--- src/hdl/dma_cycle_pkg.sv ---
// package of constants and types for the cycle-stealing transfer engine
package dma_cycle_pkg;
  localparam int unsigned NUM_CHAN = 4;
  localparam int unsigned ADDR_W = 24;
  localparam int unsigned COUNT_W = 16;
  // area codes for source and destination
  localparam logic [1:0] AREA_RAM = 2'h0;
  localparam logic [1:0] AREA_RAM_WAIT = 2'h1;
  localparam logic [1:0] AREA_SFR = 2'h2;
  localparam logic [1:0] AREA_EXT = 2'h3;
  // clocks per bus cycle by area
  localparam logic [3:0] CLK_RAM = 4'h1;
  localparam logic [3:0] CLK_WAIT = 4'h2;
  localparam logic [3:0] EXT_MIN_CLK = 4'h2;
  localparam logic [3:0] EXT_MAX_CLK = 4'h9;
  // bus width select: 0 = 8-bit, 1 = 16-bit
  localparam logic WIDTH_8 = 1'b0;
  localparam logic WIDTH_16 = 1'b1;
  // transfer unit width bit: 0 = byte, 1 = word
  localparam logic UNIT_BYTE = 1'b0;
  localparam logic UNIT_WORD = 1'b1;
  localparam logic [COUNT_W-1:0] COUNT_ONE = 16'h0001;
  localparam logic [COUNT_W-1:0] COUNT_ZERO = 16'h0000;
  localparam logic [3:0] PEND_RESET = 4'h0;
  typedef enum logic [2:0] {
    ST_IDLE,
    ST_HOLD,
    ST_READ,
    ST_WRITE,
    ST_RELEASE
  } eng_state_t;
endpackage

--- src/hdl/dma_cycle_timing_arbiter.sv ---
// four-channel cycle-stealing transfer engine with fixed-priority arbitration
//
// Function
// RL1: read source cycles then write destination cycles
// RL2: odd word source on 16-bit bus: extra read
// RL3: odd word destination on 16-bit bus: extra write
// RL4: word 8-bit both ends: two reads, two writes
// RL5: word 8-bit source, 16-bit destination: two, one
// RL6: word 16-bit source, 8-bit destination: one, two
// RL7: bus width bit 0 8-bit, 1 16-bit
// RL8: wait-state and register areas add wait clocks
// RL9: external cycles stretch while ready is low
// RL10: duration equals reads times j plus writes times k
// RL11: coefficients 1, 2, or external 2..9 plus recovery
// RL12: requests in one sample period latch together
// RL13: channel 0 first, then 1, 2, 3
// RL14: requester spaces requests by channels-1 times five
// RL15: release bus, wait one CPU access between transfers
// RL16: one pending flag, cleared on bus ownership
// RL17: counter one to zero raises completion request
// RL18: request bus, start after grant, return after write
`timescale 1ns/1ps
module dma_cycle_timing_arbiter
  import dma_cycle_pkg::*;
(
  // clock and reset
  input wire logic clock_in,
  input wire logic srst_in,
  // per-channel requests and setup
  input wire logic [NUM_CHAN-1:0] request_in,
  input wire logic [NUM_CHAN-1:0] chan_enable_in,
  input wire logic [NUM_CHAN-1:0] repeat_mode_in,
  input wire logic [NUM_CHAN-1:0] transfer_unit_width_bit_in,
  input wire logic [NUM_CHAN-1:0] count_load_in,
  input wire logic [COUNT_W-1:0] count_value_in,
  input wire logic [COUNT_W-1:0] reload_value_in,
  // transfer description shared by all channels
  input wire logic [ADDR_W-1:0] src_addr_in,
  input wire logic [ADDR_W-1:0] dst_addr_in,
  input wire logic [1:0] src_area_in,
  input wire logic [1:0] dst_area_in,
  input wire logic src_bus_width_select_in,
  input wire logic dst_bus_width_select_in,
  input wire logic [3:0] src_ext_clocks_in,
  input wire logic [3:0] dst_ext_clocks_in,
  input wire logic src_recovery_in,
  input wire logic dst_recovery_in,
  input wire logic [3:0] sw_wait_clocks_in,
  input wire logic ext_mode_in,
  input wire logic ready_in,
  // bus ownership with cpu
  input wire logic bus_grant_in,
  input wire logic cpu_access_done_in,
  output logic bus_request_out,
  // bus cycle outputs
  output logic bus_read_out,
  output logic bus_write_out,
  output logic byte_access_out,
  output logic [ADDR_W-1:0] bus_addr_out,
  output logic [1:0] active_chan_out,
  output logic transfer_done_out,
  // status
  output logic [NUM_CHAN-1:0] request_pending_flag_out,
  output logic [NUM_CHAN-1:0] complete_irq_out,
  output logic [COUNT_W-1:0] transfer_counter_out [NUM_CHAN]
);

  ////////////////////////////////////////////////////////////////////////
  // functions

  // clocks per bus cycle for an area
  function automatic logic [4:0] cycle_clocks(input logic [1:0] area, input logic [3:0] ext_clk,
                                              input logic rec, input logic [3:0] sw_wait);
    logic [4:0] base;
    base = 5'h01;
    case (area)
      AREA_RAM: base = {1'b0, CLK_RAM};
      // RL8: software wait added
      AREA_RAM_WAIT, AREA_SFR: base = 5'({1'b0, CLK_WAIT} + {1'b0, sw_wait} - 5'h01) ;
      // RL11: external 2..9 plus recovery
      default: base = 5'({1'b0, (ext_clk < EXT_MIN_CLK) ? EXT_MIN_CLK :
                          (ext_clk > EXT_MAX_CLK) ? EXT_MAX_CLK : ext_clk} + {4'h0, rec});
    endcase
    return base;
  endfunction

  // bus cycles for one side of a word or byte transfer
  function automatic logic [1:0] cycle_count(input logic word, input logic [1:0] area,
                                             input logic width, input logic odd);
    logic [1:0] n;
    n = 2'h1;
    // RL7: narrow bus only in external area
    if (word == UNIT_WORD && ((area == AREA_EXT && width == WIDTH_8) || odd)) begin
      n = 2'h2;
    end
    return n;
  endfunction

  ////////////////////////////////////////////////////////////////////////
  // state

  eng_state_t state_q, state_d;
  logic [NUM_CHAN-1:0] pend_q, pend_d;
  logic [COUNT_W-1:0] count_q [NUM_CHAN];
  logic [COUNT_W-1:0] count_d [NUM_CHAN];
  logic [NUM_CHAN-1:0] irq_q, irq_d;
  logic [1:0] chan_q, chan_d;
  logic [1:0] left_q, left_d;
  logic [4:0] clk_q, clk_d;
  logic [ADDR_W-1:0] addr_q, addr_d;
  logic rd_q, rd_d, wr_q, wr_d, byte_q, byte_d, req_q, req_d, done_q, done_d;
  logic cpu_turn_q, cpu_turn_d;
  logic [NUM_CHAN-1:0] ready_chans;
  logic [1:0] pick;
  logic word_sel, ext_hold, side_ext;

  // channels eligible: pending, enabled and counter nonzero
  always_comb begin
    for (int i = 0; i < NUM_CHAN; i++) begin
      ready_chans[i] = pend_q[i] && chan_enable_in[i] && (count_q[i] != COUNT_ZERO);
    end
    // RL13: lowest channel wins
    pick = 2'h0;
    for (int i = NUM_CHAN - 1; i >= 0; i--) begin
      if (ready_chans[i]) begin
        pick = 2'(i);
      end
    end
  end

  assign word_sel = transfer_unit_width_bit_in[chan_q];
  // RL9: ready only stretches external cycles in external-bus mode
  assign side_ext = rd_q ? (src_area_in == AREA_EXT) : (dst_area_in == AREA_EXT);
  assign ext_hold = ext_mode_in && side_ext && !ready_in;

  ////////////////////////////////////////////////////////////////////////
  // next state

  always_comb begin
    state_d = state_q;
    pend_d = pend_q;
    count_d = count_q;
    irq_d = '0;
    chan_d = chan_q;
    left_d = left_q;
    clk_d = clk_q;
    addr_d = addr_q;
    rd_d = rd_q;
    wr_d = wr_q;
    byte_d = byte_q;
    req_d = req_q;
    done_d = 1'b0;
    cpu_turn_d = cpu_turn_q;
    // RL15: one cpu access must finish before next transfer
    if (cpu_access_done_in) begin
      cpu_turn_d = 1'b0;
    end
    for (int i = 0; i < NUM_CHAN; i++) begin
      if (count_load_in[i]) begin
        count_d[i] = count_value_in;
      end
    end
    case (state_q)
      ST_IDLE: begin
        if (ready_chans != '0 && !cpu_turn_q) begin
          chan_d = pick;
          // RL18: ask for the bus first
          req_d = 1'b1;
          state_d = ST_HOLD;
        end
      end
      ST_HOLD: begin
        if (bus_grant_in) begin
          // RL16: flag clears on ownership
          pend_d[chan_q] = 1'b0;
          // RL1: source read first
          // RL2: odd source word
          // RL4: two byte reads when narrow
          left_d = cycle_count(word_sel, src_area_in, src_bus_width_select_in, src_addr_in[0]);
          clk_d = cycle_clocks(src_area_in, src_ext_clocks_in, src_recovery_in, sw_wait_clocks_in);
          addr_d = src_addr_in;
          byte_d = (word_sel == UNIT_BYTE) || (left_d == 2'h2);
          rd_d = 1'b1;
          state_d = ST_READ;
        end
      end
      ST_READ, ST_WRITE: begin
        // RL10: each bus cycle costs its coefficient in clocks
        if (clk_q > 5'h01 || ext_hold) begin
          clk_d = (clk_q > 5'h01) ? 5'(clk_q - 5'h01) : clk_q;
        end else if (left_q > 2'h1) begin
          left_d = 2'(left_q - 2'h1);
          addr_d = ADDR_W'(addr_q + 1'b1);
          clk_d = (state_q == ST_READ) ?
                  cycle_clocks(src_area_in, src_ext_clocks_in, src_recovery_in, sw_wait_clocks_in) :
                  cycle_clocks(dst_area_in, dst_ext_clocks_in, dst_recovery_in, sw_wait_clocks_in);
        end else if (state_q == ST_READ) begin
          // RL3: odd destination word
          // RL5: word write after two byte reads
          // RL6: two byte writes after word read
          left_d = cycle_count(word_sel, dst_area_in, dst_bus_width_select_in, dst_addr_in[0]);
          clk_d = cycle_clocks(dst_area_in, dst_ext_clocks_in, dst_recovery_in, sw_wait_clocks_in);
          addr_d = dst_addr_in;
          byte_d = (word_sel == UNIT_BYTE) || (left_d == 2'h2);
          rd_d = 1'b0;
          wr_d = 1'b1;
          state_d = ST_WRITE;
        end else begin
          wr_d = 1'b0;
          // RL18: grant returned after write
          req_d = 1'b0;
          done_d = 1'b1;
          cpu_turn_d = 1'b1;
          // RL17: one to zero raises completion
          if (count_q[chan_q] == COUNT_ONE) begin
            irq_d[chan_q] = 1'b1;
            count_d[chan_q] = repeat_mode_in[chan_q] ? reload_value_in : COUNT_ZERO;
          end else begin
            count_d[chan_q] = COUNT_W'(count_q[chan_q] - COUNT_ONE);
          end
          state_d = ST_RELEASE;
        end
      end
      ST_RELEASE: begin
        state_d = ST_IDLE;
      end
      default: begin
        state_d = ST_IDLE;
      end
    endcase
    // RL12: all requests in a sample latch together, set wins
    pend_d = pend_d | request_in;
  end

  ////////////////////////////////////////////////////////////////////////
  // registers

  always_ff @(posedge clock_in) begin
    if (srst_in) begin
      state_q <= ST_IDLE;
      pend_q <= PEND_RESET;
      for (int i = 0; i < NUM_CHAN; i++) begin
        count_q[i] <= COUNT_ZERO;
      end
      irq_q <= '0;
      chan_q <= 2'h0;
      left_q <= 2'h0;
      clk_q <= 5'h00;
      addr_q <= '0;
      rd_q <= 1'b0;
      wr_q <= 1'b0;
      byte_q <= 1'b0;
      req_q <= 1'b0;
      done_q <= 1'b0;
      cpu_turn_q <= 1'b0;
    end else begin
      state_q <= state_d;
      pend_q <= pend_d;
      count_q <= count_d;
      irq_q <= irq_d;
      chan_q <= chan_d;
      left_q <= left_d;
      clk_q <= clk_d;
      addr_q <= addr_d;
      rd_q <= rd_d;
      wr_q <= wr_d;
      byte_q <= byte_d;
      req_q <= req_d;
      done_q <= done_d;
      cpu_turn_q <= cpu_turn_d;
    end
  end

  // outputs straight from flops
  assign bus_request_out = req_q;
  assign bus_read_out = rd_q;
  assign bus_write_out = wr_q;
  assign byte_access_out = byte_q;
  assign bus_addr_out = addr_q;
  assign active_chan_out = chan_q;
  assign transfer_done_out = done_q;
  assign request_pending_flag_out = pend_q;
  assign complete_irq_out = irq_q;
  assign transfer_counter_out = count_q;
endmodule

--- config.mk ---
export PLATFORM = sky130hd
export DESIGN_NAME = dma_cycle_timing_arbiter
export DESIGN_NICKNAME = d
export VERILOG_FILES = /design/src/hdl/dma_cycle_pkg.sv /design/src/hdl/dma_cycle_timing_arbiter.sv
export SDC_FILE = /design/constraint.sdc
export NUM_CORES = 1
export LEC_CHECK = 0
export BUFFER_PORTS_ARGS = -buffer_cell sky130_fd_sc_hd__buf_2
export CAP_MARGIN = 40
export CORE_UTILIZATION = 48
export CTS_CLUSTER_SIZE = 30
export DETAILED_ROUTE_END_ITERATION = 7
export GPL_TIMING_DRIVEN = 0
export PLACE_DENSITY = 0.78
export SKIP_LAST_GASP = 1
export SYNTH_ARGS = -nofsm -noshare
export SYNTH_HDL_FRONTEND = slang
export SYNTH_SLANG_ARGS = --single-unit
--- constraint.sdc ---
create_clock -name clock_in -period 3.08 [get_ports clock_in]
set_input_delay 0.77 -clock clock_in [delete_from_list [all_inputs] [get_ports clock_in]]
set_output_delay 0.77 -clock clock_in [all_outputs]
set_load 0.005 [all_outputs]
Word level (Yosys, flattened, before mapping)
Cells that the tools add are included.

storage, ports and cells
  logic and storage cells = 202
  bits in registers = 114
  output and inout port bits = 103
  input bits = 126

operators by class
  reductions and logical operators = 46
  $lt $le $gt $ge = 10
  equal/unequal tests = 21
  bitwise operators = 11
  add/subtract/negate cells = 8
  muxes and demuxes = 89

operator list
  cell                     number
  $mux W64                 5
  $bwmux W64               2
  $mux W16                 8
  $mux W24                 4
  $reduce_bool A16 Y1      4
  $pmux W24 S2             1
  $bmux W16 S2             1
  $demux W16 S2            1
  $mux W2                  16
  $mux W5                  6
  $pmux W5 S2              3
  $add A24 B1 Y24 const B  1
  $mux W4                  6
  $mux W1                  23
  $logic_and A1 B1 Y1      17
  $eq A16 B1 Y1 const B    1
  $sub A16 B1 Y16 const B  1
  $mux W3                  5
  $eq A2 B2 Y1 const B     6
  $ne A2 B2 Y1 const B     6
  $reduce_and A4 Y1        3
  $add A4 B1 Y5            2
  $reduce_and A5 Y1        2
  $sub A5 B1 Y5 const B    2
  other kinds (36)         59

Depth between registers and ports, before layout
  depth after elaboration = 15
  depth in mapped cells = 12
  gate-level depth less buffers = 9

Worst setup path before layout
OpenSTA, ideal clock, no wires.

  path kind = reg2reg
  start = register chan_q[0], in the netlist active_chan_out[0]
  end = register count_q (netlist bit transfer_counter_out[60])
  buffers on the path = 3
  path slack = -0.147 ns
  data required time = 2.951 ns
  period minus slack after synthesis = 3.227 ns
  library setup time = 0.129 ns
  arrival time = 3.098 ns
  stages on the path, launching flop included = 13
  path through = dfxtp_1 -> buf_6 -> buf_12 -> mux4_1 -> inv_1 -> ha_1 -> inv_1 -> or3_1 -> buf_2 -> nor4_2 -> mux2_2 -> a31oi_2 -> a21oi_2

between the ends
  longest elaborated chain between the ends = 11
  elaborated cells on any way between the ends = 21
  classes of those cells = add/sub: 1; order compare: 2; eq/ne: 1; mux: 15; bitwise: 1; reduce/logical: 1

ends and longest elaborated chain
  item                                                                   RTL line                                                                                           text
  start: declaration                                                     dma_cycle_timing_arbiter.sv:107                                                                    logic [1:0] chan_q, chan_d;
  start signal: assignment                                               dma_cycle_timing_arbiter.sv:261                                                                    chan_q <= chan_d;
  $not A2 Y3                                                             dma_cycle_timing_arbiter.sv:215, dma_cycle_timing_arbiter.sv:217, dma_cycle_timing_arbiter.sv:219
  $bmux W16 S2 (tied with other cells)                                   dma_cycle_timing_arbiter.sv:215, dma_cycle_timing_arbiter.sv:219
  $mux W16 (implied by the code) or $logic_and A1 B1 Y1 (tied branches)  dma_cycle_timing_arbiter.sv:215, dma_cycle_timing_arbiter.sv:219, dma_cycle_timing_arbiter.sv:217
  $mux W16, on equally long branches                                     dma_cycle_timing_arbiter.sv:215, dma_cycle_timing_arbiter.sv:219, dma_cycle_timing_arbiter.sv:217
  $sub A16 B1 Y16 or $demux W16 S2 (tied branches)                       dma_cycle_timing_arbiter.sv:219, dma_cycle_timing_arbiter.sv:217
  $bwmux W64, on equally long branches                                   dma_cycle_timing_arbiter.sv:219, dma_cycle_timing_arbiter.sv:217
  $mux W64 (*)                                                           dma_cycle_timing_arbiter.sv:215                                                                    if (count_q[chan_q] == COUNT_ONE) begin
  $mux W64 (*)                                                           dma_cycle_timing_arbiter.sv:197                                                                    end else if (state_q == ST_READ) begin
  $mux W64 (*)                                                           dma_cycle_timing_arbiter.sv:191                                                                    end else if (left_q > 2'h1) begin
  $mux W64 (*)                                                           dma_cycle_timing_arbiter.sv:189                                                                    if (clk_q > 5'h01 || ext_hold) begin
  $mux W64 (*)                                                           dma_cycle_timing_arbiter.sv:163                                                                    case (state_q)
  end signal: assignment                                                 dma_cycle_timing_arbiter.sv:259                                                                    count_q <= count_d;
  end: declaration                                                       dma_cycle_timing_arbiter.sv:104                                                                    logic [COUNT_W-1:0] count_q [NUM_CHAN];

Mark *: on every way between the ends. The rest lies on a longest branch, timed or not. The select of a mux whose other input is x is not followed.
A chain may end at the register's enable or synchronous reset.

Worst setup path after layout
  start = register chan_q[0], in the netlist active_chan_out[0]
  end = register count_q (netlist bit transfer_counter_out[10])

Same word-level chain as after synthesis.

==> metrics.txt <==
vias in the first global route approximately 8300; die area 16400 µm²; Pwr Density 685 nW/µm²; Initial DRC Count approximately 760; Slew HR 0.434; initial antenna violation count 0; Arr. time, crit path 3.33 ns; I/O pin total approximately 230; worst hold path type reg -> reg; RSZ-0062 raised after global routing yes; status finished, final reports clean; Final #Nets 1306; CP required 3.36 ns; final core occ 0.648; worst hold slack 0.470 ns; Site Rows 45; H-tree depth 4; Vias 8863; CTS Hold Buffers Added 0; die width 128 µm; delay-heaviest family, CP simple AND/OR/NAND/NOR gates; Tot GR Track Use 0.368; crit path kind reg -> reg; FF+latch count, synth 114; remaining antenna violation count 0; Mapped Cells 902; worst-path fanout max 4; P&R area growth vs syn 30.4%; CTS clk-pin slew, worst paths 0.05 ns; Slew Viols, Final 0; critical path, cell by cell buf_12, buf_12, mux4_2, inv_2, ha_4, inv_4, or3_4, buf_8, buf_12, or4_4, a2bb2oi_4, a21oi_1; Final min period 3.05 ns; maxcap violations 0; clock root buffer clkbuf_16; Final Wtd Congestion 1.05; number of synthesized flops with an enable pin 0; IO buf count 223; final clock skew 0.00791 ns; fill cell count 1327; ys flop type dfxtp_1; Seq/Total Area, Yosys 0.300; Buf/Inv on CP 6; Initial Util 0.497; clock sinks 114; vias per inst about 6.4; drt drc 0; dpl hpwl 22300 µm; crit-path max cell delay about 0.55 ns; number of diodes 0; Worst Tran Pin Value 0.848 ns; Remaining Overflow, GRT 0; crit share post-route 0.991; DIE HEIGHT 128 µm; TritonCTS clock tree yes; Worst setup SP type flip-flop; peak supply drop about 0.34 mV; P_leak about 0.0042 µW; Async S/R FF share, synth 0; Fin. Hold Viols 0; synthesized area 7610 µm²; Avg Synthesized Cell Area 8.44 µm²; WL per Instance 22.0 µm; total power 6800 µW; YS warnings 0; largest net degree at the start of global routing 17; Synth cell types between 70 and 80; Most common cell on crit path buf_12; Routed WL 30500 µm; Achievable Freq 0.328 GHz; Num CTS Buffers 17; syn nets approximately 1000; drt first pass iters 5; share of layout cells above drive strength 1 0.349; Core Region 15300 µm²; Setup-failing EPs final 0; worst-path cell with the longest stage delay mux4_2; crit end category flip-flop; worst-skew pair later-pin latency 0.42 ns; first-pass GRT wire length 45500 µm; CTS Buffer Depth 2
metrics by stage:
step / worst slack (ns) / std cells / TNS, ns / cell area [µm²]
CTS: 0.00149 / 1376 / 0 / 9750
detailed placement: -0.749 / 1340 / -32.82 / 9020
global placement: -0.749 / 1336 / -35.28 / 9000
finish: 0.0284 / 1387 / 0 / 9930
floorplan: 0.00336 / 902 / 0 / 7620
global route: -0.0776 / 1387 / -0.433 / 9930
synth_stat cells (14+ instances only):
master | count | area [µm²]
nor2_1 | 52 | 195
mux2i_1 | 21 | 210
dfxtp_1 | 114 | 2280
o21ai_0 | 91 | 455
inv_1 | 22 | 82.6
nand3_1 | 19 | 95.1
mux2_2 | 68 | 766
mux4_2 | 14 | 315
ha_1 | 16 | 200
a211oi_1 | 24 | 180
nor4_1 | 25 | 156
a21oi_1 | 101 | 505
nor3_1 | 22 | 110
nand2_1 | 68 | 255
clkbuf_1 | 51 | 191
kinds of logic (layout without fill, tap and decap cells):
logic type / count (synthesis) / after routing / share of synthesized area
AOI/OAI and AO/OA: 305 / 305 / 0.248
and+or+nand+nor: 257 / 257 / 0.177
DFF: 114 / 114 / 0.300
muxes: 106 / 106 / 0.180
buffers and inverters: 84 / 358 / 0.0455
xor gates and xnor gates: 20 / 20 / 0.0230
adders and majority gates: 16 / 16 / 0.0263
routing by layer:
layer  share of wire  GRT usage
met4           0.050      0.202
met3            0.12     0.0851
met1            0.38      0.456
met5               0          0
met2            0.45      0.590
state kept, by name (all words and copies together), names as in the netlist:
| signal | flops |
|---|---|
| active_chan_out | 2 |
| bus_addr_out | 24 |
| bus_read_out | 1 |
| bus_request_out | 1 |
| bus_write_out | 1 |
| byte_access_out | 1 |
| clk_q | 5 |
| complete_irq_out | 4 |
| cpu_turn_q | 1 |
| left_q | 2 |
| request_pending_flag_out | 4 |
| state_q | 3 |
| transfer_counter_out | 64 |
| transfer_done_out | 1 |
tightest hold or removal path: stages, from the launching register on:
cell and delay (ns):
dfxtp_1 0.32, inv_1 0.05, a211oi_1 0.05
path summary, 6_finish.rpt:
| check | end | startpoint | cells after the start | slack [ns] |
|---|---|---|---|---|
| min reg2reg | bus_request_out$_SDFFE_PP0P_ | bus_request_out$_SDFFE_PP0P_ | 2 | 0.47 |
| max reg2reg | transfer_counter_out[10]$_SDFF_PP0_ | active_chan_out[0]$_SDFFE_PP0P_ | 12 | 0.03 |
| min | bus_request_out$_SDFFE_PP0P_ | bus_request_out$_SDFFE_PP0P_ | 2 | 0.47 |
| max | transfer_counter_out[10]$_SDFF_PP0_ | active_chan_out[0]$_SDFFE_PP0P_ | 12 | 0.03 |
power by group:
part	switching (µW)	internal (µW)	leakage [µW]
Clock	710	1410	0.000309
Combinational	1620	1130	0.00292
Sequential	265	1680	0.000938
Total	2590	4210	0.00416
placed cells by master (no fill, tap or decap), drive strengths merged, types with 7 or more instances in the layout:
master / n
a211oi: 24
a21oi: 105
buf: 251
clkbuf: 75
dfxtp: 114
ha: 16
inv: 22
mux2: 68
mux2i: 21
mux4: 17
nand2: 68
nand2b: 10
nand3: 20
nand4: 10
nor2: 54
nor2b: 10
nor3: 25
nor4: 29
o211ai: 11
o21ai: 94
o31ai: 10
or3: 8
or4: 7
xnor2: 11
xor2: 9
repair_timing:
item | CTS | global route
setup buffers | 5 | 9
pin swaps | 3 | 7
setup endpoints to repair | 68 | 56
resized for setup | 15 | 23
cell type report:
class,instances,area [µm²],share of cell area
clock buffer,21,470,0.0474
buffer,62,299,0.0301
multi-input combinational,704,5100,0.514
tap,211,264,0.0266
timing repair buffer,243,1270,0.128
sequential,114,2280,0.230
inverter,22,85.1,0.00857
clock inverter,10,156,0.0158
Note: power is estimated with default switching activity, not from simulation.
